[src/spcr_defs.svh]
`ifndef SPCR_DEFS_SVH
`define SPCR_DEFS_SVH

// ----------------------------------------
// Register offsets
// ----------------------------------------
`define SPCR_ADDR_CONFIG 10'h000
`define SPCR_ADDR_VARIANT 10'h003
`define SPCR_ADDR_RDBACK 10'h004

// ----------------------------------------
// Field positions
// ----------------------------------------
`define SPCR_BIT_FOUR_WIRE 0
`define SPCR_BIT_LSB_FIRST 1
`define SPCR_BIT_SOFT_RST 2
`define SPCR_BIT_LONG_INSTR 3
`define SPCR_BIT_RDBACK_ACT 0

// ----------------------------------------
// Reset values and masks
// ----------------------------------------
`define SPCR_RST_CONFIG 8'h18
`define SPCR_RST_RDBACK 8'h00
`define SPCR_KEEP_CONFIG 8'h04
`define SPCR_KEEP_NONE 8'h00
`define SPCR_RD_UNMAPPED 8'h00

`endif

[src/spcr_pkg.sv]
package spcr_pkg;
    // Register address as seen by the frame engine
    typedef logic [9:0] spcr_addr_t;
    // One register byte
    typedef logic [7:0] spcr_byte_t;
    // Which copy a readback returns
    typedef enum logic [0:0]
    {
        SPCR_BANK_BUFFER = 1'b0,
        SPCR_BANK_ACTIVE = 1'b1
    } spcr_bank_t;
endpackage

[src/spcr_shadow_reg.sv]
`timescale 1ns/1ps
// Buffered and active copy of one register byte
module spcr_shadow_reg
#(
    parameter spcr_pkg::spcr_byte_t RESET_VAL = 8'h00,
    parameter spcr_pkg::spcr_byte_t KEEP_MASK = 8'h00
)
(
    input wire logic core_clk,
    input wire logic rst_b,
    input wire logic wr_en,
    input wire spcr_pkg::spcr_byte_t wr_data,
    input wire logic update,
    input wire logic soft_rst,
    output spcr_pkg::spcr_byte_t buf_q,
    output spcr_pkg::spcr_byte_t act_q
);
    import spcr_pkg::*;

    spcr_byte_t buf_d; // Next buffered value
    spcr_byte_t act_d; // Next active value

    // ----------------------------------------
    // Next-value logic
    // ----------------------------------------
    always_comb
    begin
        buf_d = buf_q;
        act_d = act_q;
        if (wr_en)
        begin
            // Serial write lands in buffer only
            buf_d = wr_data;
        end
        else if (soft_rst)
        begin
            // Defaults, keeping the masked bits
            buf_d = (buf_q & KEEP_MASK) | (RESET_VAL & ~KEEP_MASK);
        end
        if (soft_rst)
        begin
            // Active copy back to defaults
            act_d = RESET_VAL;
        end
        else if (update)
        begin
            // Transfer buffered contents
            act_d = buf_q;
        end
    end

    // ----------------------------------------
    // Registers
    // ----------------------------------------
    always_ff @(posedge core_clk)
    begin
        if (!rst_b)
        begin
            buf_q <= RESET_VAL;
            act_q <= RESET_VAL;
        end
        else
        begin
            buf_q <= buf_d;
            act_q <= act_d;
        end
    end
endmodule

[src/spcr_config_regs.sv]
`timescale 1ns/1ps
`include "spcr_defs.svh"
// Serial port configuration, identifier and readback select
module spcr_config_regs
#(
    parameter logic [7:0] VARIANT_ID = 8'h5A // Arbitrary value
)
(
    input wire logic core_clk,
    input wire logic rst_b,
    input wire logic reg_wr_en,
    input wire spcr_pkg::spcr_addr_t reg_addr,
    input wire spcr_pkg::spcr_byte_t reg_wr_data,
    input wire logic reg_rd_en,
    input wire logic update_regs,
    input wire logic rd_bit,
    input wire logic rd_drive,
    output spcr_pkg::spcr_byte_t reg_rd_data_q,
    output logic lsb_first,
    output logic addr_incr,
    output logic long_instruction,
    output logic four_wire_select,
    output logic soft_reset_active,
    output logic mirror_err,
    output logic instr_mode_err,
    output logic serial_output_pin_out,
    output logic serial_output_pin_oe_b,
    output logic sdio_out,
    output logic sdio_oe_b
);
    import spcr_pkg::*;

    // ----------------------------------------
    // Functions
    // ----------------------------------------
    // Address match, used for write and read decode
    function automatic logic addr_is(input spcr_addr_t a, input spcr_addr_t b);
        addr_is = (a == b);
    endfunction

    // True when upper nibble mirrors lower nibble
    function automatic logic is_mirrored(input spcr_byte_t v);
        is_mirrored = (v[7] == v[0]) && (v[6] == v[1]) && (v[5] == v[2]) && (v[4] == v[3]);
    endfunction

    // ----------------------------------------
    // Register copies
    // ----------------------------------------
    spcr_byte_t cfg_buf; // Buffered configuration
    spcr_byte_t cfg_act; // Active configuration
    spcr_byte_t rdb_buf; // Buffered readback select
    spcr_byte_t rdb_act; // Active readback select
    logic soft_rst; // Soft reset in force
    logic cfg_wr; // Configuration write strobe
    logic rdb_wr; // Readback select write strobe
    spcr_bank_t bank_sel; // Copy chosen for readback

    // Soft reset acts straight from the buffered bit
    assign soft_rst = cfg_buf[`SPCR_BIT_SOFT_RST];
    // Config stays writable so the host can clear soft reset
    assign cfg_wr = reg_wr_en && addr_is(reg_addr, `SPCR_ADDR_CONFIG);
    // Other registers are frozen at defaults during soft reset
    assign rdb_wr = reg_wr_en && !soft_rst && addr_is(reg_addr, `SPCR_ADDR_RDBACK);
    assign bank_sel = spcr_bank_t'(rdb_act[`SPCR_BIT_RDBACK_ACT]);

    // Configuration byte, soft reset bit survives its own reset
    spcr_shadow_reg #(
        .RESET_VAL(`SPCR_RST_CONFIG),
        .KEEP_MASK(`SPCR_KEEP_CONFIG)
    ) u_cfg (
        .core_clk(core_clk),
        .rst_b(rst_b),
        .wr_en(cfg_wr),
        .wr_data(reg_wr_data),
        .update(update_regs),
        .soft_rst(soft_rst),
        .buf_q(cfg_buf),
        .act_q(cfg_act)
    );

    // Readback bank select
    spcr_shadow_reg #(
        .RESET_VAL(`SPCR_RST_RDBACK),
        .KEEP_MASK(`SPCR_KEEP_NONE)
    ) u_rdb (
        .core_clk(core_clk),
        .rst_b(rst_b),
        .wr_en(rdb_wr),
        .wr_data(reg_wr_data),
        .update(update_regs),
        .soft_rst(soft_rst),
        .buf_q(rdb_buf),
        .act_q(rdb_act)
    );

    // ----------------------------------------
    // Mode outputs from the active copy, soft reset flag from the buffered bit
    // ----------------------------------------
    assign lsb_first = cfg_act[`SPCR_BIT_LSB_FIRST];
    assign addr_incr = cfg_act[`SPCR_BIT_LSB_FIRST];
    assign long_instruction = cfg_act[`SPCR_BIT_LONG_INSTR];
    assign four_wire_select = cfg_act[`SPCR_BIT_FOUR_WIRE];
    assign soft_reset_active = soft_rst;
    // Flags a host that broke the mirror convention
    assign mirror_err = !is_mirrored(cfg_act);
    // Short instructions are unsupported here
    assign instr_mode_err = !cfg_act[`SPCR_BIT_LONG_INSTR];

    // ----------------------------------------
    // Readback path
    // ----------------------------------------
    spcr_byte_t rd_data_d; // Next read data
    logic opin_d; // Next output pin data
    logic opin_oe_b_d; // Next output pin enable
    logic sdio_d; // Next data pin value
    logic sdio_oe_b_d; // Next data pin enable

    // Read mux and pin steering
    always_comb
    begin
        rd_data_d = reg_rd_data_q;
        if (reg_rd_en)
        begin
            if (addr_is(reg_addr, `SPCR_ADDR_CONFIG))
            begin
                // Buffered or active copy per select
                rd_data_d = (bank_sel == SPCR_BANK_ACTIVE) ? cfg_act : cfg_buf;
            end
            else if (addr_is(reg_addr, `SPCR_ADDR_VARIANT))
            begin
                // Constant identifier, no reset path
                rd_data_d = VARIANT_ID;
            end
            else if (addr_is(reg_addr, `SPCR_ADDR_RDBACK))
            begin
                rd_data_d = (bank_sel == SPCR_BANK_ACTIVE) ? rdb_act : rdb_buf;
            end
            else
            begin
                // Unmapped here
                rd_data_d = `SPCR_RD_UNMAPPED;
            end
        end
        // Four-wire: output pin reads, data pin stays input
        opin_d = rd_bit;
        sdio_d = rd_bit;
        opin_oe_b_d = !(rd_drive && four_wire_select);
        sdio_oe_b_d = !(rd_drive && !four_wire_select);
    end

    // Output registers
    always_ff @(posedge core_clk)
    begin
        if (!rst_b)
        begin
            reg_rd_data_q <= 8'h00;
            serial_output_pin_out <= 1'b0;
            serial_output_pin_oe_b <= 1'b1;
            sdio_out <= 1'b0;
            sdio_oe_b <= 1'b1;
        end
        else
        begin
            reg_rd_data_q <= rd_data_d;
            serial_output_pin_out <= opin_d;
            serial_output_pin_oe_b <= opin_oe_b_d;
            sdio_out <= sdio_d;
            sdio_oe_b <= sdio_oe_b_d;
        end
    end
endmodule

[config.mk]
export PLATFORM = sky130hd
export DESIGN_NAME = spcr_config_regs
export DESIGN_NICKNAME = d
export VERILOG_FILES = /design/src/spcr_pkg.sv /design/src/spcr_shadow_reg.sv /design/src/spcr_config_regs.sv
export VERILOG_INCLUDE_DIRS = /design/src
export SDC_FILE = /design/constraint.sdc
export NUM_CORES = 1
export LEC_CHECK = 0
export BUFFER_PORTS_ARGS = -buffer_cell sky130_fd_sc_hd__buf_2
export CAP_MARGIN = 0
export CORE_UTILIZATION = 47
export DETAILED_ROUTE_END_ITERATION = 8
export PLACE_DENSITY = 0.79
export SLEW_MARGIN = 5
export SYNTH_ARGS = -nofsm -noshare
export SYNTH_HDL_FRONTEND = slang
export SYNTH_SLANG_ARGS = --single-unit
[constraint.sdc]
create_clock -name core_clk -period 1.4 [get_ports core_clk]
set_input_delay 0.14 -clock core_clk [delete_from_list [all_inputs] [get_ports core_clk]]
set_output_delay 0.14 -clock core_clk [all_outputs]
set_load 0.02 [all_outputs]
==> flow_summary_export.csv, run 1 <==
group,metric,value,unit
synth,synthArstFlopShare,0,
clock_network,hold_buffers,0,
pwr,comb_power_share,0.081,
timing,clock_skew,0.00337,ns
pwr,ir_drop,0.535,mV
pwr,leakage,1.06,nW
global_routing,antenna_found_initial,0,
final_layout,final_common_cell,"buf_2",
setup_path,endpoint,"mirror_err",
pwr,p_clk_frac,0.404,
synth,synth_top_family_by_area,"simple AND/OR/NAND/NOR gates",
setup_path,path_class,"flip-flop to primary output",
final_layout,ff_latch_area,843,um2
floorplan,rows,22,
timing,setup_viol,1,
pwr,pwr-share-seq,0.515,
pwr,swShare,0.225,
synth,synth_xor_area_frac,0.0191,
synth,syn_inst,192,
final_layout,diodes,0,
synth,yosysUniqueCellTypes,34,
synth,synth-compound-area-share,0.0858,
floorplan,start_util,0.495,
setup_path,worstSetupEndpointType,"primary output",
floorplan,die_w,64.5,um
timing,final_hold_viol_count,0,
final_layout,final_util,0.628,
clock_network,clk_latency,0.29,ns
pwr,intPower,0.00182,W
flow_run,drv_cap,0,
drt,drt-pass1-iter-count,4,
timing,worst_slack,-0.176,ns
clock_network,cts-root-buf,"clkbuf_8",
timing,finalCriticalPeriod,1.58,ns
clock_network,clk_pin_slew,0.08,ns
setup_path,critical_path_arrival,1.44,ns
drt,routedWlPerCell,13.6,um
setup_path,startpoint,"u_cfg.act_q[3]",
synth,synth.avg_cell_area,9.57,um2
clock_network,clock-sinks,42,
placement,dp_slack,-0.230,ns
synth,syn_nets,217,
synth,ys_ff_latch,42,
timing,slew_headroom,0.689,
final_layout,nets,275,
setup_path,r2r_slack,0.11,ns
setup_path,cp-start-kind,"flip-flop",
synth,yosys_warnings,0,
setup_path,reg2reg_from,"u_rdb.act_q[0]",
timing,post-route-period-util,1.13,
floorplan,core,3720,um2
global_routing,grt_max_degree,17,
final_layout,multiInputGateArea,937,um2
synth,ys.flop_type,"dfxtp_1",
synth,seq_area_frac_synth,0.457,
setup_path,worstPathCellList,"xor2_1, or4_1, buf_6",
pwr,power_density,1010,nW/um2
hold_path,hp-class,"input pin to flip-flop",
drt,route.detailed.drc,0,
setup_path,ff2ff_path_depth,4,
timing,worstMarginPinSlew,0.467,ns
timing,holdWs,0.0389,ns
final_layout,drive_gt1_frac,0.335,
floorplan,die_h,64.5,um
synth,synth_fa_ha_area_frac,0,
timing,max_clock_freq,635,MHz
global_routing,grt_pass1_wl,6.71,mm
floorplan,dieArea,4160,um2
final_layout,fin_cells,299,
clock_network,htree_levels,2,
placement,place_congestion,0.815,
drt,finalWirelength,4.05,mm
drt,via_count,1552,
clock_network,cts.path.max_buffers,2,
status,violations,"setup timing",
final_layout,final_cell_mix,"42 x buf_2, 40 x dfxtp_1, 30 x mux2i_1",
setup_path,r2r_end,"reg_rd_data_q[6]",
global_routing,gr-total-overflow,0,
synth,synth-simple-area-share,0.204,
drt,drtIter0Drc,91,
status,status,"complete, but fails checks",
setup_path,required,1.26,ns
clock_network,cts_buffers,5,
setup_path,slowest_stage,"or4_1",
setup_path,slowest_delay,0.49,ns
setup_path,worst-path-max-fanout,4,
synth,syn_area,1840,um2
synth,muxShareOfSynthArea,0.200,
clock_network,cts_tree,"yes",
final_layout,area_growth,27.0,%
final_layout,fillCellCount,320,
drt,final_antenna_net_count,0,
placement,dp_cells,290,
placement,hpwl,3.03,mm
floorplan,num_io_pins,44,
synth,synth_edf_count,0,
global_routing,grtUsageTotal,0.215,
global_routing,grt_pass1_vias,1403,
timing,rsz0062_at_grt,"yes",
timing,drv_slew,0,
placement,portBuffers,43,
pwr,switchingPower,0.000527,W
pwr,power,0.00235,W
drt,vias_per_cell,5.19,
## final cells by class
type                    instances  area share
clock buffers                   6      0.0311
inverters                       1     0.00161
well taps                      48      0.0257
clock inverters                 2      0.0161
repair buffers                 64       0.162
multi-input cells             136       0.402
flip-flops and latches         42       0.361
## synthesized netlist by cell type (2+ instances only)
cell type,count,area (um2)
buf_2,2,10.0
nand3_1,7,35.0
nor4_1,2,12.5
a21oi_1,2,10.0
mux2_2,6,67.6
mux2i_1,30,300
nor2_1,24,90.1
xor2_1,4,35.0
clkbuf_1,8,30.0
nand3b_1,2,15.0
dfxtp_1,42,841
o21ai_1,6,30.0
a32o_1,4,40.0
nor3b_1,2,15.0
o21ai_0,9,45.0
buf_4,2,15.0
nor2b_1,3,18.8
nand2_1,18,67.6
a31oi_1,4,25.0
## through the flow
stage	area, um2	setup TNS (ns)
CTS	2320	-0.179
finish	2330	-0.176
floorplan	1840	-0.343
global placement	2200	-1.65
global route	2330	-0.264
detailed placement	2200	-1.72
## how the worst min path moves through the flow
stage	from	end	slack [ns]	cells after the start
CTS	rd_drive	sdio_oe_b	0.03	2
floorplan	rd_drive	sdio_oe_b	0.22	1
global route	rd_drive	sdio_oe_b	0.03	2
detailed placement	rd_drive	sdio_oe_b	0.34	2
finish	rd_drive	sdio_oe_b	0.04	2
global placement	rd_drive	sdio_oe_b	0.34	2
## routing by layer
layer,global-route usage,share of wire
met5,0,0
met4,0.0833,0.012
met3,0.0493,0.030
met2,0.347,0.46
met1,0.277,0.49
## worst max-delay path: cells and delay by family (launching register included)
family        cells  cell delay, ns
simple gates      1            0.49
flops             1            0.34
xor+xnor          1            0.16
buf+inv           1            0.15
## logic make-up (layout without fill, tap and decap cells)
kind of cell | count (synthesis) | after routing
AOI/OAI and AO/OA | 26 | 26
xor gates and xnor gates | 4 | 4
buffers and inverters | 14 | 73
DFF | 42 | 42
muxes | 36 | 36
and+or+nand+nor | 70 | 70
## power groups by stage
stage | combinational, W | sequential, W | clock, W
final | 0.000189 | 0.00121 | 0.000949
after global routing | 0.000207 | 0.00121 | 0.00102
after CTS | 0.000189 | 0.00121 | 0.000963
after detailed placement | 0.000188 | 0.00124 | 0
after global placement | 0.000186 | 0.00124 | 0
after floorplan | 0.0000803 | 0.00125 | 0
## repair_timing
item                                    in CTS  in global routing
gates resized for setup                      2                  3
pin swaps                                    0                  4
buffers inserted                             0                  1
endpoints found under the setup margin       1                  4
## state kept, by name (all words and copies together) (netlist names)
signal and flops:
serial_output_pin_oe_b 1, reg_rd_data_q 8, u_cfg.buf_q 8, sdio_out 1, u_rdb.buf_q 8, u_rdb.act_q 8
u_cfg.act_q 7, sdio_oe_b 1
(Power assumes the default switching activity.)
==> run 2, diff against run 1 <==
--- a/config.mk
+++ b/config.mk
@@ -8,10 +8,11 @@
 export LEC_CHECK = 0
 export BUFFER_PORTS_ARGS = -buffer_cell sky130_fd_sc_hd__buf_2
 export CAP_MARGIN = 0
-export CORE_UTILIZATION = 47
+export CORE_UTILIZATION = 48
 export DETAILED_ROUTE_END_ITERATION = 8
-export PLACE_DENSITY = 0.79
+export PLACE_DENSITY = 0.8
 export SLEW_MARGIN = 5
 export SYNTH_ARGS = -nofsm -noshare
 export SYNTH_HDL_FRONTEND = slang
+export SYNTH_HIERARCHICAL = 1
 export SYNTH_SLANG_ARGS = --single-unit
==> constraint.sdc (replaced) <==
create_clock -name core_clk -period 1.3 [get_ports core_clk]
set_input_delay 0.13 -clock core_clk [delete_from_list [all_inputs] [get_ports core_clk]]
set_output_delay 0.13 -clock core_clk [all_outputs]
set_load 0.02 [all_outputs]
==> flow_summary_export.csv, run 2 <==
group,metric,value,unit
pwr,pwr-share-seq,0.542,
global_routing,grt_max_degree,22,
timing,finalCriticalPeriod,1.42,ns
synth,synth_common_cells,"43 x dfxtp_1, 16 x nor2_1, 15 x mux2i_1, 15 x nand3_1, 13 x nand2b_1",
hold_path,hp-class,"input pin to flip-flop",
drt,final_antenna_net_count,0,
placement,place_congestion,0.773,
final_layout,final_cell_mix,"42 x buf_2, 39 x dfxtp_1, 16 x nor2_1",
pwr,intPower,0.00189,W
pwr,power_density,981,nW/um2
global_routing,antenna_found_initial,0,
clock_network,cts_tree,"yes",
synth,yosysUniqueCellTypes,37,
synth,ys_ff_latch,43,
clock_network,clk_pin_slew,0.07,ns
timing,slew_headroom,0.660,
floorplan,die_w,67.0,um
setup_path,startpoint,"u_rdb/act_q[0]",
setup_path,cp-start-kind,"flip-flop",
setup_path,endpoint,"reg_rd_data_q[1]",
placement,dp_slack,-0.166,ns
setup_path,cp_num_cells,4,
global_routing,grt_pass1_vias,1461,
placement,hpwl,3.21,mm
drt,via_count,1619,
pwr,ir_drop,0.514,mV
synth,syn_area,2030,um2
synth,ys.flop_type,"dfxtp_1",
pwr,p_clk_frac,0.377,
final_layout,drive_gt1_frac,0.387,
synth,syn_inst,196,
setup_path,reg2reg_from,"u_rdb/act_q[0]",
clock_network,clk_latency,0.30,ns
pwr,comb_power_share,0.081,
setup_path,crit_family,"compound AO/OA/AOI/OAI gates",
drt,routedWlPerCell,15.0,um
pwr,switchingPower,0.000557,W
synth,syn_nets,221,
setup_path,slowest_delay,0.41,ns
synth,synth_edf_count,0,
setup_path,worstPathCellList,"buf_12, mux2_4, a22o_1, o311a_1",
setup_path,r2r_slack,-0.12,ns
setup_path,critical_path_arrival,1.61,ns
synth,synth_most_common_cell,"dfxtp_1",
floorplan,core,4030,um2
floorplan,start_util,0.503,
pwr,swShare,0.228,
timing,rsz0062_at_grt,"yes",
pwr,leakage,1.10,nW
final_layout,fillCellCount,359,
timing,drv_slew,0,
drt,finalWirelength,4.47,mm
clock_network,cts.path.max_buffers,2,
setup_path,ff2ff_path_depth,4,
synth,synth_top_area_frac,0.424,
synth,seq_area_frac_synth,0.424,
global_routing,grtUsageTotal,0.224,
drt,route.detailed.drc,0,
floorplan,rows,23,
timing,max_clock_freq,705,MHz
timing,final_hold_viol_count,0,
timing,worstMarginPinSlew,0.511,ns
setup_path,required,1.49,ns
flow_run,drv_cap,0,
final_layout,final_cell_area,2490,um2
synth,yosys_warnings,6,
synth,synthArstFlopShare,0,
timing,setup_viol,7,
setup_path,path_class,"flip-flop to flip-flop",
timing,worst_slack,-0.118,ns
drt,drt-pass1-iter-count,4,
placement,portBuffers,43,
synth,synth.avg_cell_area,10.3,um2
global_routing,gr-total-overflow,0,
global_routing,grt_pass1_wl,7.07,mm
placement,post_dp_cell_area,2350,um2
setup_path,worst-path-max-fanout,7,
setup_path,path_buf_inv,1,
status,violations,"setup timing",
clock_network,clock-sinks,43,
floorplan,die_h,67.0,um
floorplan,num_io_pins,44,
clock_network,cts_buffers,5,
final_layout,final_common_cell,"buf_2",
clock_network,hold_buffers,0,
timing,post-route-period-util,1.09,
timing,clock_skew,0.00126,ns
floorplan,dieArea,4490,um2
setup_path,r2r_end,"reg_rd_data_q[1]",
setup_path,slowest_stage,"dfxtp_4",
final_layout,nets,272,
setup_path,worstSetupEndpointType,"flip-flop",
drt,drtIter0Drc,70,
timing,fin_tns_setup,-0.550,ns
clock_network,htree_levels,2,
final_layout,diodes,0,
drt,vias_per_cell,5.43,
synth,synthTopCellsByArea,"dfxtp_1 42%, mux2i_1 7.4%, nand2b_1 4.0%, nand3_1 3.7%, buf_6 3.3%",
clock_network,cts-root-buf,"clkbuf_8",
final_layout,area_growth,22.9,%
status,status,"complete, but fails checks",
synth,synth_top_cell_by_area,"dfxtp_1",
-- run 2: cell types whose count changed after synthesis, moves of 5 or more --
cell and delta:
nand2_1 -16, mux2i_1 -15, nand2b_1 +12, nand3_1 +8
nor2_1 -8, clkbuf_1 -7, buf_6 +6, nor2b_1 +6
o21ai_2 +6, nor3_1 +5
-- run 2: area by class of cell --
class	count	area [um2]	share of cell area
Multi-Input combinational cell	137	1110	0.444
Sequential cell	43	868	0.348
Timing Repair Buffer	57	343	0.138
Clock buffer	8	100	0.0402
Tap cell	50	62.6	0.0251
Inverter	3	11.3	0.00452
-- run 2: cells by family (layout without fill, tap and decap cells) --
family          Yosys count  in the layout  share of synthesized area
simple gates             72             72                      0.209
mux                      27             27                      0.159
buf+inv                  16             68                     0.0605
xor+xnor                  4              4                     0.0173
compound gates           34             34                      0.130
flops                    43             43                      0.424
-- run 2: worst min path at each step --
stage | to | slack [ns] | depth (start not counted) | from
2_1_floorplan | sdio_oe_b | 0.21 | 1 | rd_drive
3_3_place_gp | sdio_oe_b | 0.33 | 2 | rd_drive
6_report | sdio_out | 0.03 | 2 | rd_bit
3_5_place_dp | sdio_out | 0.34 | 2 | rd_bit
4_1_cts | sdio_out | 0.02 | 2 | rd_bit
5_1_grt | sdio_oe_b | 0.02 | 2 | rd_drive
-- run 2: per-stage QoR --
step	hold WS [ns]	instances	total power, W	utilization
finish	0.0330	298	0.00244	0.619
global route	0.0235	298	0.00255	0.619
CTS	0.0246	298	0.00247	0.618
detailed placement	0.342	290	0.00155	0.584
global placement	0.331	290	0.00155	0.584
floorplan	0.214	196	0.00147	-
-- run 2: layer usage --
metal | routed length [um] | share of wire | track usage | vias to the layer above
li1 | - | - | - | 801
met1 | 2070 | 0.46 | 0.275 | 774
met2 | 2140 | 0.48 | 0.350 | 38
met3 | 200 | 0.045 | 0.0753 | 6
met4 | 59 | 0.013 | 0.0984 | 0
met5 | 0 | 0 | 0 | -
-- run 2: timing repair --
action                                  CTS  global route
buffers inserted                          0             0
endpoints found under the setup margin    8             8
pin swaps                                 1             1
resized for setup                         9             1
cloned                                    0             0
-- run 2: power groups by stage --
stage / logic (W) / clock network (W) / registers, W
after floorplan: 0.000109 / 0 / 0.00136
after global placement: 0.000192 / 0 / 0.00136
after detailed placement: 0.000193 / 0 / 0.00136
after CTS: 0.000198 / 0.000949 / 0.00132
after global routing: 0.000213 / 0.00101 / 0.00133
final: 0.000198 / 0.000922 / 0.00133
